### src/shared/venc_pkg.sv
/*
  Constants shared by the encoder output back end: control field layouts,
  standards, output formats, caption line numbers and timing counts.
  Assumes a 10 MHz double-rate clock and line/field counters from timing logic.
*/
`default_nettype none
package venc_pkg;
  // ----------------------------------------
  // control field layout (output format byte)
  // ----------------------------------------
  localparam int FMT_LSB        = 3;
  localparam int FMT_MSB        = 4;
  localparam int STD_LSB        = 5;
  localparam int STD_MSB        = 7;
  // ----------------------------------------
  // codes
  // ----------------------------------------
  localparam logic [1:0] FMT_SVIDEO  = 2'h0;
  localparam logic [1:0] FMT_RESV    = 2'h1;
  localparam logic [1:0] FMT_RGB     = 2'h2;
  localparam logic [1:0] FMT_RGB_SOG = 2'h3;
  localparam logic [2:0] STD_NTSC_M  = 3'h0;
  localparam logic [2:0] STD_NTSC_NS = 3'h1;
  localparam logic [2:0] STD_PAL_BDG = 3'h2;
  localparam logic [2:0] STD_PAL_M   = 3'h3;
  localparam logic [2:0] STD_PAL_N   = 3'h4;
  localparam logic [2:0] STD_PAL_CN  = 3'h5;
  // ----------------------------------------
  // caption lines
  // ----------------------------------------
  localparam logic [9:0] CC_EARLY_NTSC = 10'h015;
  localparam logic [9:0] CC_EARLY_MPAL = 10'h012;
  localparam logic [9:0] CC_EARLY_PAL  = 10'h016;
  localparam logic [9:0] CC_LATE_NTSC  = 10'h11c;
  localparam logic [9:0] CC_LATE_MPAL  = 10'h119;
  localparam logic [9:0] CC_LATE_PAL   = 10'h14f;
  // ----------------------------------------
  // caption timing (cycles of the double-rate clock)
  // ----------------------------------------
  localparam logic [9:0] CC_START_PIX  = 10'h014;
  localparam logic [4:0] CC_RUNIN_BITS = 5'h09;
  localparam logic [4:0] CC_TOTAL_BITS = 5'h1c;
  localparam logic [3:0] CC_BIT_CYC    = 4'h5;
  localparam logic [7:0] CC_HIGH       = 8'hb0;
  localparam logic [7:0] CC_LOW        = 8'h10;
  // ----------------------------------------
  // levels and sizes
  // ----------------------------------------
  localparam logic [9:0] LIMIT_MIN     = 10'h080;
  localparam logic [9:0] DAC_MAX       = 10'h3ff;
  localparam logic [1:0] NTSC_FIELDS   = 2'h3;
  localparam logic [2:0] PAL_FIELDS    = 3'h7;
  localparam logic [7:0] SC_AMP_NTSC   = 8'h5a;
  localparam logic [7:0] SC_AMP_PAL    = 8'h56;
  localparam logic [9:0] PIPE_RESET    = 10'h000;
  typedef enum logic [1:0] {CC_IDLE, CC_RUNIN, CC_DATA} cc_state_t;
endpackage
`default_nettype wire

### src/hdl/venc_backend.sv
/*
  Encoder output back end: chroma modulation, composite build and limiting,
  closed caption insertion, RGB matrix, output routing and power down.
  Assumes all inputs synchronous to CLK_IN and line/field counts from the
  timing generator; host control bits arrive as plain levels.
*/
`default_nettype none
// Functional notes
// - NCO plus sine table modulates chroma
// - scale sine table, not CbCr path
// - phase zero after reset, then drifts
// - optional NCO clear every 4/8 fields
// - composite sums luma, chroma, sync, burst, pedestal
// - optional clamp active video above eighth-scale
// - caption line: run-in, start, data; inputs ignored on composite and luma
// - two 16-bit caption words, standard-specific lines
// - caption words shift out LSB first
// - unreloaded word is resent
// - status clears on load, sets after send
// - enable code selects lines; disabled reads one
// - band-limited transitions on edges and caption
// - new 10-bit sample each DAC every cycle
// - S-video: luma, chroma, two composites aligned
// - RGB matrix per standard, aligned with composite
// - sync on green optional, no caption RGB
// - SCART clear routing
// - SCART set routing
// - per-DAC enable
// - power-down zeroes DACs, reference, stops pipeline
// - output format field coding
// - video standard field coding
module venc_backend
  import venc_pkg::*;
(
  // clock and reset
  input  wire logic              CLK_IN,
  input  wire logic              RST_N_IN,
  // control bits
  input  wire logic [7:0]        OUT_FORMAT_IN,
  input  wire logic              SCART_IN,
  input  wire logic              LIMIT_EN_IN,
  input  wire logic              PEDESTAL_EN_IN,
  input  wire logic              PHASE_RESET_EN_IN,
  input  wire logic [1:0]        CC_ENABLE_IN,
  input  wire logic [3:0]        DAC_EN_IN,
  input  wire logic              POWER_DOWN_IN,
  input  wire logic [31:0]       SC_INCR_IN,
  // caption byte writes
  input  wire logic              CC_EARLY_LO_WR_IN,
  input  wire logic              CC_EARLY_HI_WR_IN,
  input  wire logic              CC_LATE_LO_WR_IN,
  input  wire logic              CC_LATE_HI_WR_IN,
  input  wire logic [7:0]        CC_DATA_IN,
  // timing
  input  wire logic [9:0]        LINE_IN,
  input  wire logic [9:0]        PIXEL_IN,
  input  wire logic              FIELD_START_IN,
  input  wire logic              ACTIVE_IN,
  input  wire logic              SYNC_IN,
  input  wire logic              BURST_IN,
  // filtered video
  input  wire logic [7:0]        Y_IN,
  input  wire logic signed [7:0] CB_IN,
  input  wire logic signed [7:0] CR_IN,
  // status
  output logic                   CC_EARLY_STATUS_OUT,
  output logic                   CC_LATE_STATUS_OUT,
  // converters
  output logic [9:0]             OUTPUT_ONE_OUT,
  output logic [9:0]             OUTPUT_TWO_OUT,
  output logic [9:0]             OUTPUT_THREE_OUT,
  output logic [9:0]             OUTPUT_FOUR_OUT,
  output logic                   VREF_EN_OUT
);
  logic [1:0]        fmt;
  logic [2:0]        std;
  logic              is_pal;
  logic              is_mpal;
  logic              rgb_mode;
  logic              run;
  logic [2:0]        field_cnt;
  logic              nco_clear;
  logic signed [8:0] sc_sin;
  logic signed [8:0] sc_cos;
  logic [15:0]       cc_early;
  logic [15:0]       cc_late;
  logic [1:0]        early_wr;
  logic [1:0]        late_wr;
  logic              early_sent;
  logic              late_sent;
  cc_state_t         cc_state;
  logic [4:0]        cc_bit;
  logic [3:0]        cc_cyc;
  logic [15:0]       cc_shift;
  logic              cc_line_early;
  logic              cc_line_late;
  logic              cc_active;
  logic [7:0]        cc_level;
  logic [7:0]        cc_smooth;
  logic [9:0]        edge_env;
  logic [9:0]        comp;
  logic [9:0]        luma;
  logic [9:0]        chroma;
  logic [9:0]        red;
  logic [9:0]        green;
  logic [9:0]        blue;

  assign fmt      = OUT_FORMAT_IN[FMT_MSB:FMT_LSB];
  assign std      = OUT_FORMAT_IN[STD_MSB:STD_LSB];
  assign is_pal   = (std == STD_PAL_BDG) || (std == STD_PAL_M) ||
                    (std == STD_PAL_N) || (std == STD_PAL_CN);
  assign is_mpal  = (std == STD_PAL_M);
  assign rgb_mode = (fmt == FMT_RGB) || (fmt == FMT_RGB_SOG);
  assign run      = !POWER_DOWN_IN;

  // saturate a signed sum into the converter range
  function automatic logic [9:0] sat10(input logic signed [12:0] v);
    if (v < 13'sh0000) sat10 = 10'h000;
    else if (v > $signed({3'h0, DAC_MAX})) sat10 = DAC_MAX;
    else sat10 = v[9:0];
  endfunction

  // ----------------------------------------
  // subcarrier and phase reset
  // ----------------------------------------
  always_ff @(posedge CLK_IN) begin
    if (!RST_N_IN) begin
      field_cnt <= 3'h0;
      nco_clear <= 1'b0;
    end else begin
      nco_clear <= 1'b0;
      if (run && FIELD_START_IN) begin
        if ((is_pal && field_cnt == PAL_FIELDS) ||
            (!is_pal && field_cnt[1:0] == NTSC_FIELDS)) begin
          field_cnt <= 3'h0;
          nco_clear <= PHASE_RESET_EN_IN;
        end else begin
          field_cnt <= field_cnt + 3'h1;
        end
      end
    end
  end

  venc_nco u_nco (
    .clk_in   (CLK_IN),
    .rst_n_in (RST_N_IN),
    .run_in   (run),
    .clear_in (nco_clear),
    .incr_in  (SC_INCR_IN),
    .amp_in   (is_pal ? SC_AMP_PAL : SC_AMP_NTSC),
    .sin_out  (sc_sin),
    .cos_out  (sc_cos)
  );

  // ----------------------------------------
  // caption words and write status
  // ----------------------------------------
  assign cc_line_early = CC_ENABLE_IN[0] && (LINE_IN == (is_mpal ? CC_EARLY_MPAL :
                         is_pal ? CC_EARLY_PAL : CC_EARLY_NTSC));
  assign cc_line_late  = CC_ENABLE_IN[1] && (LINE_IN == (is_mpal ? CC_LATE_MPAL :
                         is_pal ? CC_LATE_PAL : CC_LATE_NTSC));

  always_ff @(posedge CLK_IN) begin
    if (!RST_N_IN) begin
      cc_early <= 16'h8080;
      cc_late  <= 16'h8080;
      early_wr <= 2'h0;
      late_wr  <= 2'h0;
    end else begin
      if (CC_EARLY_LO_WR_IN) cc_early[7:0]  <= CC_DATA_IN;
      if (CC_EARLY_HI_WR_IN) cc_early[15:8] <= CC_DATA_IN;
      if (CC_LATE_LO_WR_IN)  cc_late[7:0]   <= CC_DATA_IN;
      if (CC_LATE_HI_WR_IN)  cc_late[15:8]  <= CC_DATA_IN;
      // byte-pair tracking; a completed pair or a send clears it
      early_wr <= ((early_sent || early_wr == 2'h3) ? 2'h0 : early_wr) |
                  {CC_EARLY_HI_WR_IN, CC_EARLY_LO_WR_IN};
      late_wr  <= ((late_sent || late_wr == 2'h3) ? 2'h0 : late_wr) |
                  {CC_LATE_HI_WR_IN, CC_LATE_LO_WR_IN};
    end
  end

  always_ff @(posedge CLK_IN) begin
    if (!RST_N_IN) begin
      CC_EARLY_STATUS_OUT <= 1'b1;
      CC_LATE_STATUS_OUT  <= 1'b1;
    end else begin
      // loaded wins over sent when both land together
      CC_EARLY_STATUS_OUT <= !CC_ENABLE_IN[0] ? 1'b1 :
                             (early_wr == 2'h3) ? 1'b0 :
                             early_sent ? 1'b1 : CC_EARLY_STATUS_OUT;
      CC_LATE_STATUS_OUT  <= !CC_ENABLE_IN[1] ? 1'b1 :
                             (late_wr == 2'h3) ? 1'b0 :
                             late_sent ? 1'b1 : CC_LATE_STATUS_OUT;
    end
  end

  // ----------------------------------------
  // caption serializer
  // ----------------------------------------
  always_ff @(posedge CLK_IN) begin
    if (!RST_N_IN) begin
      cc_state   <= CC_IDLE;
      cc_bit     <= 5'h00;
      cc_cyc     <= 4'h0;
      cc_shift   <= 16'h0000;
      cc_active  <= 1'b0;
      early_sent <= 1'b0;
      late_sent  <= 1'b0;
    end else begin
      early_sent <= 1'b0;
      late_sent  <= 1'b0;
      if (run) begin
        case (cc_state)
          CC_IDLE: begin
            cc_active <= cc_active && (cc_line_early || cc_line_late);
            if ((cc_line_early || cc_line_late) && PIXEL_IN == 10'h000) begin
              cc_active <= 1'b1;
              cc_shift  <= cc_line_early ? cc_early : cc_late;
              cc_bit    <= 5'h00;
              cc_cyc    <= 4'h0;
              cc_state  <= CC_RUNIN;
            end
          end
          CC_RUNIN, CC_DATA: begin
            if (PIXEL_IN >= CC_START_PIX) begin
              if (cc_cyc == CC_BIT_CYC - 4'h1) begin
                cc_cyc <= 4'h0;
                cc_bit <= cc_bit + 5'h01;
                if (cc_state == CC_DATA) cc_shift <= {1'b0, cc_shift[15:1]};
                if (cc_bit == CC_RUNIN_BITS + 5'h02) cc_state <= CC_DATA;
                if (cc_bit == CC_TOTAL_BITS - 5'h01) begin
                  cc_state   <= CC_IDLE;
                  early_sent <= LINE_IN != CC_LATE_NTSC && cc_line_early;
                  late_sent  <= cc_line_late;
                end
              end else begin
                cc_cyc <= cc_cyc + 4'h1;
              end
            end
            if (PIXEL_IN == 10'h000 && cc_bit != 5'h00) cc_state <= CC_IDLE;
          end
          default: cc_state <= CC_IDLE;
        endcase
      end
    end
  end

  // run-in toggles, start bits 0,0,1, then data LSB first
  always_ff @(posedge CLK_IN) begin
    if (!RST_N_IN) begin
      cc_level <= CC_LOW;
    end else if (run) begin
      if (cc_state == CC_RUNIN && PIXEL_IN >= CC_START_PIX) begin
        cc_level <= (cc_bit < CC_RUNIN_BITS) ? (cc_bit[0] ? CC_LOW : CC_HIGH) :
                    (cc_bit == CC_RUNIN_BITS + 5'h02) ? CC_HIGH : CC_LOW;
      end else if (cc_state == CC_DATA) begin
        cc_level <= cc_shift[0] ? CC_HIGH : CC_LOW;
      end else begin
        cc_level <= CC_LOW;
      end
    end
  end

  // ----------------------------------------
  // edge shaping: slew the caption level and blanking envelope
  // ----------------------------------------
  always_ff @(posedge CLK_IN) begin
    if (!RST_N_IN) begin
      cc_smooth <= CC_LOW;
      edge_env  <= 10'h000;
    end else if (run) begin
      cc_smooth <= 8'((9'(cc_smooth) + 9'(cc_level)) >> 1);
      edge_env  <= 10'((11'(edge_env) +
                   ((ACTIVE_IN || BURST_IN) ? 11'h100 : 11'h000)) >> 1);
    end
  end

  // ----------------------------------------
  // composite, S-video and RGB pipeline
  // ----------------------------------------
  always_ff @(posedge CLK_IN) begin : pipe
    logic signed [16:0] mod;
    logic signed [12:0] y_s;
    logic signed [12:0] sum;
    logic signed [12:0] cb_s;
    logic signed [12:0] cr_s;
    logic signed [12:0] sync_lvl;
    mod      = 17'sh00000;
    y_s      = 13'sh0000;
    sum      = 13'sh0000;
    cb_s     = 13'sh0000;
    cr_s     = 13'sh0000;
    sync_lvl = 13'sh0000;
    if (!RST_N_IN) begin
      comp   <= PIPE_RESET;
      luma   <= PIPE_RESET;
      chroma <= PIPE_RESET;
      red    <= PIPE_RESET;
      green  <= PIPE_RESET;
      blue   <= PIPE_RESET;
    end else if (run) begin
      mod  = (CB_IN * sc_sin + CR_IN * sc_cos) >>> 7;
      if (BURST_IN) mod = -(17'(sc_sin) * 17'sh00004) >>> 4;
      mod  = (mod * $signed({7'h00, edge_env})) >>> 8;
      y_s  = cc_active ? $signed({5'h00, cc_smooth}) : $signed({5'h00, Y_IN});
      if (!ACTIVE_IN && !cc_active) y_s = 13'sh0000;
      sync_lvl = SYNC_IN ? 13'sh0000 : 13'sh00f0;
      sum  = sync_lvl + (y_s <<< 1) + (cc_active ? 13'sh0000 : mod[12:0]) +
             ((PEDESTAL_EN_IN && std != STD_NTSC_NS && ACTIVE_IN) ?
             13'sh0020 : 13'sh0000);
      if (LIMIT_EN_IN && ACTIVE_IN && !cc_active &&
          sum < $signed({3'h0, LIMIT_MIN})) begin
        sum = $signed({3'h0, LIMIT_MIN});
      end
      comp   <= sat10(sum);
      luma   <= sat10(sync_lvl + (y_s <<< 1));
      chroma <= sat10(13'sh0200 + mod[12:0]);
      cb_s   = ACTIVE_IN ? 13'(CB_IN) : 13'sh0000;
      cr_s   = ACTIVE_IN ? 13'(CR_IN) : 13'sh0000;
      y_s    = ACTIVE_IN ? $signed({5'h00, Y_IN}) : 13'sh0000;
      // coefficient sets differ by level standard; captions excluded
      red    <= sat10(13'sh00f0 + (y_s <<< 1) +
                (is_pal ? (cr_s * 13'sh0005) >>> 1 : (cr_s * 13'sh000b) >>> 2));
      blue   <= sat10(13'sh00f0 + (y_s <<< 1) +
                (is_pal ? (cb_s * 13'sh0007) >>> 1 : (cb_s * 13'sh000e) >>> 2));
      green  <= sat10(((fmt == FMT_RGB_SOG) ? sync_lvl : 13'sh00f0) + (y_s <<< 1) -
                (is_pal ? (cb_s + (cr_s <<< 1)) >>> 1 : (cb_s + cr_s * 13'sh0003) >>> 1));
    end
  end

  // ----------------------------------------
  // routing, enables and power down
  // ----------------------------------------
  always_ff @(posedge CLK_IN) begin
    if (!RST_N_IN) begin
      OUTPUT_ONE_OUT   <= PIPE_RESET;
      OUTPUT_TWO_OUT   <= PIPE_RESET;
      OUTPUT_THREE_OUT <= PIPE_RESET;
      OUTPUT_FOUR_OUT  <= PIPE_RESET;
      VREF_EN_OUT      <= 1'b0;
    end else if (POWER_DOWN_IN) begin
      OUTPUT_ONE_OUT   <= 10'h000;
      OUTPUT_TWO_OUT   <= 10'h000;
      OUTPUT_THREE_OUT <= 10'h000;
      OUTPUT_FOUR_OUT  <= 10'h000;
      VREF_EN_OUT      <= 1'b0;
    end else begin
      VREF_EN_OUT <= 1'b1;
      if (!rgb_mode) begin
        OUTPUT_ONE_OUT   <= DAC_EN_IN[0] ? luma : 10'h000;
        OUTPUT_TWO_OUT   <= DAC_EN_IN[1] ? chroma : 10'h000;
        OUTPUT_THREE_OUT <= DAC_EN_IN[2] ? comp : 10'h000;
        OUTPUT_FOUR_OUT  <= DAC_EN_IN[3] ? comp : 10'h000;
      end else if (!SCART_IN) begin
        OUTPUT_ONE_OUT   <= DAC_EN_IN[0] ? green : 10'h000;
        OUTPUT_TWO_OUT   <= DAC_EN_IN[1] ? blue : 10'h000;
        OUTPUT_THREE_OUT <= DAC_EN_IN[2] ? comp : 10'h000;
        OUTPUT_FOUR_OUT  <= DAC_EN_IN[3] ? red : 10'h000;
      end else begin
        OUTPUT_ONE_OUT   <= DAC_EN_IN[0] ? comp : 10'h000;
        OUTPUT_TWO_OUT   <= DAC_EN_IN[1] ? red : 10'h000;
        OUTPUT_THREE_OUT <= DAC_EN_IN[2] ? green : 10'h000;
        OUTPUT_FOUR_OUT  <= DAC_EN_IN[3] ? blue : 10'h000;
      end
    end
  end
endmodule
`default_nettype wire

### src/hdl/venc_nco.sv
/*
  Subcarrier oscillator: phase accumulator, sine table and amplitude scaling.
  Assumes a phase increment held steady by the controller.
*/
`default_nettype none
module venc_nco
  import venc_pkg::*;
(
  // clock and reset
  input  wire logic              clk_in,
  input  wire logic              rst_n_in,
  // control
  input  wire logic              run_in,
  input  wire logic              clear_in,
  input  wire logic [31:0]       incr_in,
  input  wire logic [7:0]        amp_in,
  // subcarrier
  output logic signed [8:0]      sin_out,
  output logic signed [8:0]      cos_out
);
  logic [31:0] phase;

  // ----------------------------------------
  // quarter-wave sine, 16 steps
  // ----------------------------------------
  function automatic logic [7:0] quarter(input logic [3:0] i);
    case (i)
      4'h0: quarter = 8'h00;  4'h1: quarter = 8'h19;
      4'h2: quarter = 8'h31;  4'h3: quarter = 8'h4a;
      4'h4: quarter = 8'h61;  4'h5: quarter = 8'h78;
      4'h6: quarter = 8'h8e;  4'h7: quarter = 8'ha2;
      4'h8: quarter = 8'hb5;  4'h9: quarter = 8'hc5;
      4'ha: quarter = 8'hd4;  4'hb: quarter = 8'he1;
      4'hc: quarter = 8'hec;  4'hd: quarter = 8'hf4;
      4'he: quarter = 8'hfb;  default: quarter = 8'hfe;
    endcase
  endfunction

  // scaled full-wave sine of a 6-bit phase
  function automatic logic signed [8:0] wave(input logic [5:0] p, input logic [7:0] a);
    logic [3:0]  idx;
    logic [15:0] prod;
    idx  = p[4] ? ~p[3:0] : p[3:0];
    prod = quarter(idx) * a;
    wave = p[5] ? -$signed({1'b0, prod[15:8]}) : $signed({1'b0, prod[15:8]});
  endfunction

  always_ff @(posedge clk_in) begin
    if (!rst_n_in) begin
      phase <= 32'h0000_0000;
    end else if (clear_in) begin
      phase <= 32'h0000_0000;
    end else if (run_in) begin
      phase <= phase + incr_in;
    end
  end

  always_ff @(posedge clk_in) begin
    if (!rst_n_in) begin
      sin_out <= 9'sh000;
      cos_out <= 9'sh000;
    end else if (run_in) begin
      sin_out <= wave(phase[31:26], amp_in);
      cos_out <= wave(phase[31:26] + 6'h10, amp_in);
    end
  end
endmodule
`default_nettype wire

### config.mk
export PLATFORM = sky130hd
export DESIGN_NAME = venc_backend
export DESIGN_NICKNAME = d
export VERILOG_FILES = /design/src/shared/venc_pkg.sv /design/src/hdl/venc_backend.sv /design/src/hdl/venc_nco.sv
export SDC_FILE = /design/constraint.sdc
export NUM_CORES = 2
export LEC_CHECK = 0
export BUFFER_PORTS_ARGS = -buffer_cell sky130_fd_sc_hd__buf_4
export CAP_MARGIN = 40
export CORE_UTILIZATION = 55
export CTS_BUF_LIST = sky130_fd_sc_hd__clkbuf_4
export DETAILED_ROUTE_END_ITERATION = 10
export GPL_TIMING_DRIVEN = 0
export PLACE_DENSITY = 0.78
export SLEW_MARGIN = 40
export SYNTH_ARGS = -nofsm -noshare
export SYNTH_HDL_FRONTEND = slang
export SYNTH_SLANG_ARGS = --single-unit
### constraint.sdc
create_clock -name CLK_IN -period 41.3 [get_ports CLK_IN]
set_input_delay 8.26 -clock CLK_IN [delete_from_list [all_inputs] [get_ports CLK_IN]]
set_output_delay 8.26 -clock CLK_IN [all_outputs]
set_load 0.01 [all_outputs]
==> Word-level counts from Yosys, hierarchy flattened <==
Memories as Yosys holds them, arrays and structs flattened.
Cells that the tools add are included.
{ "op_classes": {"eq_ne": 26, "muxes": 101, "bitwise": 10, "n_reduce_logical": 47, "multipliers": 10, "n_lt_le_gt_ge": 15, "add_sub_neg": 23} }
{ "ops": {"columns": ["cell", "n"], "rows": [
  ["$mux W10", 31],
  ["$mux W8", 15],
  ["$mux W13", 9],
  ["$mux W16", 5],
  ["$gt A13 B11 Y1 const B", 5],
  ["$lt A13 B1 Y1 const B", 5],
  ["$add A13 B13 Y13", 4],
  ["$mux W17", 3],
  ["$mul A8 B9 Y17", 2],
  ["$add A32 B32 Y32", 1],
  ["$pmux W16 S2", 1],
  ["$mul A8 B7 Y15", 2],
  ["$mux W9", 3],
  ["$mul A13 B4 Y13 const B", 2],
  ["$mux W12", 2],
  ["$mux W4", 6],
  ["$mux W2", 9],
  ["$neg A8 Y9", 2],
  ["$add A17 B17 Y17", 1],
  ["$mul A17 B11 Y17", 1],
  ["$neg A11 Y17", 1],
  ["$logic_and A1 B1 Y1", 16],
  ["$mux W5", 3],
  ["$mux W7", 2],
  ["other kinds (58)", 101]
]} }
{ "word_totals": {"register_bits": 249, "n_memories": 2, "wordCells": 268, "output_inout_bits": 43, "inputBits": 113, "rom_bits": 256} }
{ "mem_list": {"columns": ["name", "words", "width", "rd", "rd_clocked_by_memory_dff", "wr", "line", "source"], "rows": [
  ["(name not given)", 16, 8, 1, 0, 0, "venc_nco.sv:27", "case (i)"],
  ["(name not given)", 16, 8, 1, 0, 0, "venc_nco.sv:27", null]
]} }

==> Depth between registers and ports, before layout <==
{ "depth": {"depth_word": 17, "mapped_depth": 60, "depth_no_buf": 58} }

==> Modules after synthesis <==
Synthesis repeated with hierarchy kept, for this count alone.
{ "hier_totals": {"cells_unflattened": 3754, "hier_area_um2": 31649.1} }
{ "by_module_without_submodules": {"columns": ["mod", "area_each_um2", "instances", "seq_area_each_um2", "cells_per_inst"], "rows": [
  ["venc_backend", 22700.5, 1, 3823.7, 2652],
  ["venc_nco", 8948.6, 1, 1001.0, 1102]
]} }

==> Least setup slack after synthesis <==
OpenSTA, ideal clock, no wires.
{ "synth_path": {"path_kind": "in2reg", "start": "input CR_IN[3]", "end": "register comp[7]", "setup_ns": 0.117, "n_path_buf": 4, "cell_stages": 53, "required_ns": 41.183, "slack_ns": 20.124, "arrival_ns": 21.059, "cell_sequence": "clkbuf_1 and2_1 inv_1 fa_1 inv_1 fa_1 inv_1 fa_1 inv_1 fa_1 fa_1 inv_1 fa_1 inv_1 ha_1 a21o_1 a21oi_1 nor2b_1 [... 17 more ...] a221oi_1 o21ai_2 xnor2_1 xnor3_1 nor2b_4 buf_6 ha_1 ha_1 ha_1 inv_1 o21bai_1 a21oi_1 nor2b_1 nor2_1 a21oi_1 mux2i_1 o211ai_1 a22o_1"} }
{ "synth_via": {"elab_chain_cells": 17, "elab_cells_between_ends": 18, "cone_classes": "3 x add/sub; 2 x mul; 3 x order compare; 9 x mux; 1 x reduce/logical"} }
{ "synth_rtl": {"columns": ["item", "line", "source"], "rows": [
  ["from (decl)", "venc_backend.sv:64", "input wire logic signed [7:0] CR_IN,"],
  ["$mul A8 B9 Y17 (*)", "venc_backend.sv:302", "mod = (CB_IN * sc_sin + CR_IN * sc_cos) >>> 7;"],
  ["$add A17 B17 Y17 (*)", "venc_backend.sv:302", null],
  ["$mux W17 (*)", "venc_backend.sv:303", "if (BURST_IN) mod = -(17'(sc_sin) * 17'sh00004) >>> 4;"],
  ["$mux W17 (*)", "venc_backend.sv:301", "end else if (run) begin"],
  ["$mux W17 (*)", "venc_backend.sv:294", "if (!RST_N_IN) begin"],
  ["$mul A17 B11 Y17 (*)", "venc_backend.sv:304", "mod = (mod * $signed({7'h00, edge_env})) >>> 8;"],
  ["$mux W13 (*)", "venc_backend.sv:308", "sum = sync_lvl + (y_s <<< 1) + (cc_active ? 13'sh0000 : mod[12:0]) +"],
  ["$add A13 B13 Y13 (*)", "venc_backend.sv:308", null],
  ["$add A13 B6 Y13 (*)", "venc_backend.sv:308", null],
  ["$lt A13 B9 Y1", "venc_backend.sv:312", "sum < $signed({3'h0, LIMIT_MIN})) begin"],
  ["$logic_and A1 B1 Y1", "venc_backend.sv:311", "if (LIMIT_EN_IN && ACTIVE_IN && !cc_active &&"],
  ["$mux W13 (*)", "venc_backend.sv:311", null],
  ["$mux W13 (*)", "venc_backend.sv:301", null],
  ["$mux W13 (*)", "venc_backend.sv:294", null],
  ["$gt A13 B11 Y1", "venc_backend.sv:119", "else if (v > $signed({3'h0, DAC_MAX})) sat10 = DAC_MAX;"],
  ["$mux W10", "venc_backend.sv:119", null],
  ["$mux W10 (*)", "venc_backend.sv:118", "if (v < 13'sh0000) sat10 = 10'h000;"],
  ["to (signal assigned)", "venc_backend.sv:315", "comp <= sat10(sum);"],
  ["to (decl)", "venc_backend.sv:101", "logic [9:0] comp;"]
]} }
Every way passes the cells marked *; elsewhere a longest branch is shown, timed or not. The select of a mux whose other input is x is not followed.
A chain may end at the register's enable or synchronous reset.

==> Worst setup path after layout <==
Same ends and word-level chain as after synthesis.

==> flow_summary_export.csv <==
group,metric,value,unit
outcome,outcome,"finished clean",
yosys,async_flop_share,0,%
routing,drcViolationCount,0,
global_route,grt_use_total,30.8,%
setup_path,crit_path_frequent_cell,"fa_1",
yosys,synth_top_family_by_area,"adder cells",
cts,cts_buffers,68,
sta,clock_skew,0.0625,ns
placement,hpwl,65700,um
routing,ant_nets,0,
routing,wl_per_cell,18.3,um
setup_path,arrival,23.01,ns
sta,fin_tns_setup,0,ns
yosys,synth_simple_gate_area_share,16.0,%
final_layout,area_delta_synth_final,9.76,%
routing,firstDrtPassIters,6,
setup_path,required,41.95,ns
setup_path,crit_path_start_kind,"input port",
yosys,synth.distinct_cells,110,
cts,postCtsHoldBufs,0,
yosys,synth-seq-cells,241,
global_route,grt_max_degree,13,
yosys,mappedNetlistArea,29300,um^2
cts,clk_pin_slew_worst_paths,0.06,ns
min_path,holdCritStartpoint,"green[9]$_SDFFE_PN0N_",
floorplanning,die_h,233,um
yosys,synth_edf_count,0,
setup_path,crit_type,"in2reg",
floorplanning,die_x,233,um
routing,wirelength,81300,um
sta,rsz0062_at_grt,"no",
yosys,muxShareOfSynthArea,4.56,%
yosys,avgSynthCellArea,8.39,um^2
floorplanning,fp-row-count,84,
final_layout,nets,4439,
global_route,grt_overflow,0,
setup_path,crit_path_end_kind,"register",
final_layout,final_util,61.2,%
placement,portBuffers,137,
yosys,ys_warn_count,0,
routing,num_vias,25154,
cts,cts.repair.resized,0,
global_route,grt_pass1_wl,130000,um
cts,cts.path.max_buffers,3,
yosys,ys.flop_type,"dfxtp_1",
yosys,synth_fa_ha_area_share,33.8,%
sta,maxSlewHeadroom,39.3,%
sta,finalHoldViolCount,0,
cts,cts_root_buf,"clkbuf_4",
setup_path,worstPathMaxFanout,10,
sta,setup-violations-final,0,
final_layout,layout_common_cells,"inv_1 (538), nand2_1 (346), ha_1 (341)",
min_path,hold_depth,2,
placement,gp_congestion,0.941,
yosys,syn_inst,3494,
cts,cts.sinks,241,
global_route,antenna_found_initial,13,
setup_path,rr_endpoint,"comp[7]$_SDFFE_PN0N_",
final_layout,layout_commonest_cell,"inv_1",
routing,via_per_inst,5.66,
sta,layout_min_cycle_time,22.37,ns
floorplanning,ios,156,
setup_path,reg2reg_slack,26.36,ns
sta,max_freq,44.7,MHz
final_layout,finalNonFillerCells,4442,
yosys,synth_compound_area_share,14.4,%
global_route,grt_pass1_vias,24611,
yosys,ys_seq_area_share,16.5,%
routing,initialDrtViolationCount,2119,
floorplanning,dieArea,54200,um^2
placement,placed_cells,4320,
run,cap_violations,0,
floorplanning,floorplan.initialDensity,55.8,%
sta,maxSlewViolCount,0,
setup_path,reg2regPathDepth,51,
setup_path,cp_slowest_cell,"fa_1",
setup_path,cpPeakStageDelay,0.66,ns
cts,cts.htree.levels,3,
final_layout,drive_gt1_share,8.48,%
floorplanning,core-area,52600,um^2
cts,tritoncts,"built",
cts,cts_setup_buffers,0,
sta,worst_pin_slew,0.911,ns
cts,clk_latency,0.81,ns
setup_path,rr_startpoint,"u_nco.cos_out[8]$_SDFFE_PN0N_",
min_path,hold_end,"green[9]$_SDFFE_PN0N_",
yosys,synth-xor-area-share,5.61,%
sta,finalCritPeriodShare,54.2,%
min_path,hp-class,"reg2reg",
worst max-delay path: cells and delay by family:
family | cells | cell delay, ns
compound gates | 11 | 2.50
xor+xnor | 2 | 0.77
fa+ha+maj | 16 | 7.65
buf+inv | 14 | 1.98
mux | 1 | 0.15
simple gates | 8 | 1.66
routing by layer:
layer | global-route usage (%) | up-vias | wire, um
li1 | - | 11924 | -
met1 | 41.2 | 12079 | 34900
met2 | 48.6 | 949 | 36400
met3 | 6.19 | 196 | 6640
met4 | 12.4 | 6 | 3250
met5 | 0 | - | 41
logic make-up (layout without fill, tap and decap cells):
logic type / after synthesis / in the layout
muxes: 132 / 132
xor gates and xnor gates: 183 / 183
and+or+nand+nor: 983 / 983
DFF: 241 / 241
other: 1 / 7
buffers and inverters: 692 / 946
adders and majority gates: 623 / 623
AOI/OAI and AO/OA: 639 / 639
state kept, by name, summed over array words and instances, names as in the netlist, 16 cells and up:
signal,cells
cc_shift,16
cc_early,16
cc_late,16
u_nco.phase,32
stage by stage:
stage                     cell area (um^2)  hold WS (ns)  setup slack [ns]
after floorplan                      29300         0.426             20.12
after global placement               31200         0.443             18.37
after detailed placement             31300         0.446             18.35
after CTS                            32100         0.454             19.07
after global routing                 32200         0.487             18.04
final                                32200         0.454             18.93
synthesized netlist by cell type (all sizes together) (118+ instances only):
cell type | n | area share [%]
a21oi | 199 | 3.4
and2 | 152 | 3.2
clkbuf | 118 | 1.5
dfxtp | 241 | 16
fa | 282 | 19
ha | 341 | 15
inv | 540 | 6.9
mux2i | 130 | 4.4
nand2 | 346 | 4.4
nor2 | 255 | 3.3
o21ai | 146 | 2.5
xnor2 | 137 | 4.1
cell type report:
type	count	area [um^2]
clock buffers	93	698
plain buffers	147	618
flip-flops and latches	241	4820
inverters	545	2050
well taps	688	861
clock inverters	23	174
fillers	4603	20400
repair buffers	138	1030
diodes	5	12.5
multi-input cells	2562	21900
worst max path at each step:
stage                        start                    to  slack [ns]  depth (start not counted)
final                     CR_IN[3]  comp[7]$_SDFFE_PN0N_       18.93                         52
after global routing      CR_IN[0]  comp[7]$_SDFFE_PN0N_       18.04                         52
after CTS                 CR_IN[3]  comp[7]$_SDFFE_PN0N_       19.07                         52
after detailed placement  CR_IN[3]  comp[7]$_SDFFE_PN0N_       18.35                         53
after global placement    CR_IN[0]  comp[7]$_SDFFE_PN0N_       18.37                         51
after floorplan           CR_IN[3]  comp[7]$_SDFFE_PN0N_       20.12                         53
Power is left out: the tool's default activity adds up to more than one toggle a clock period on the data nets, which glitch-free logic cannot reach.
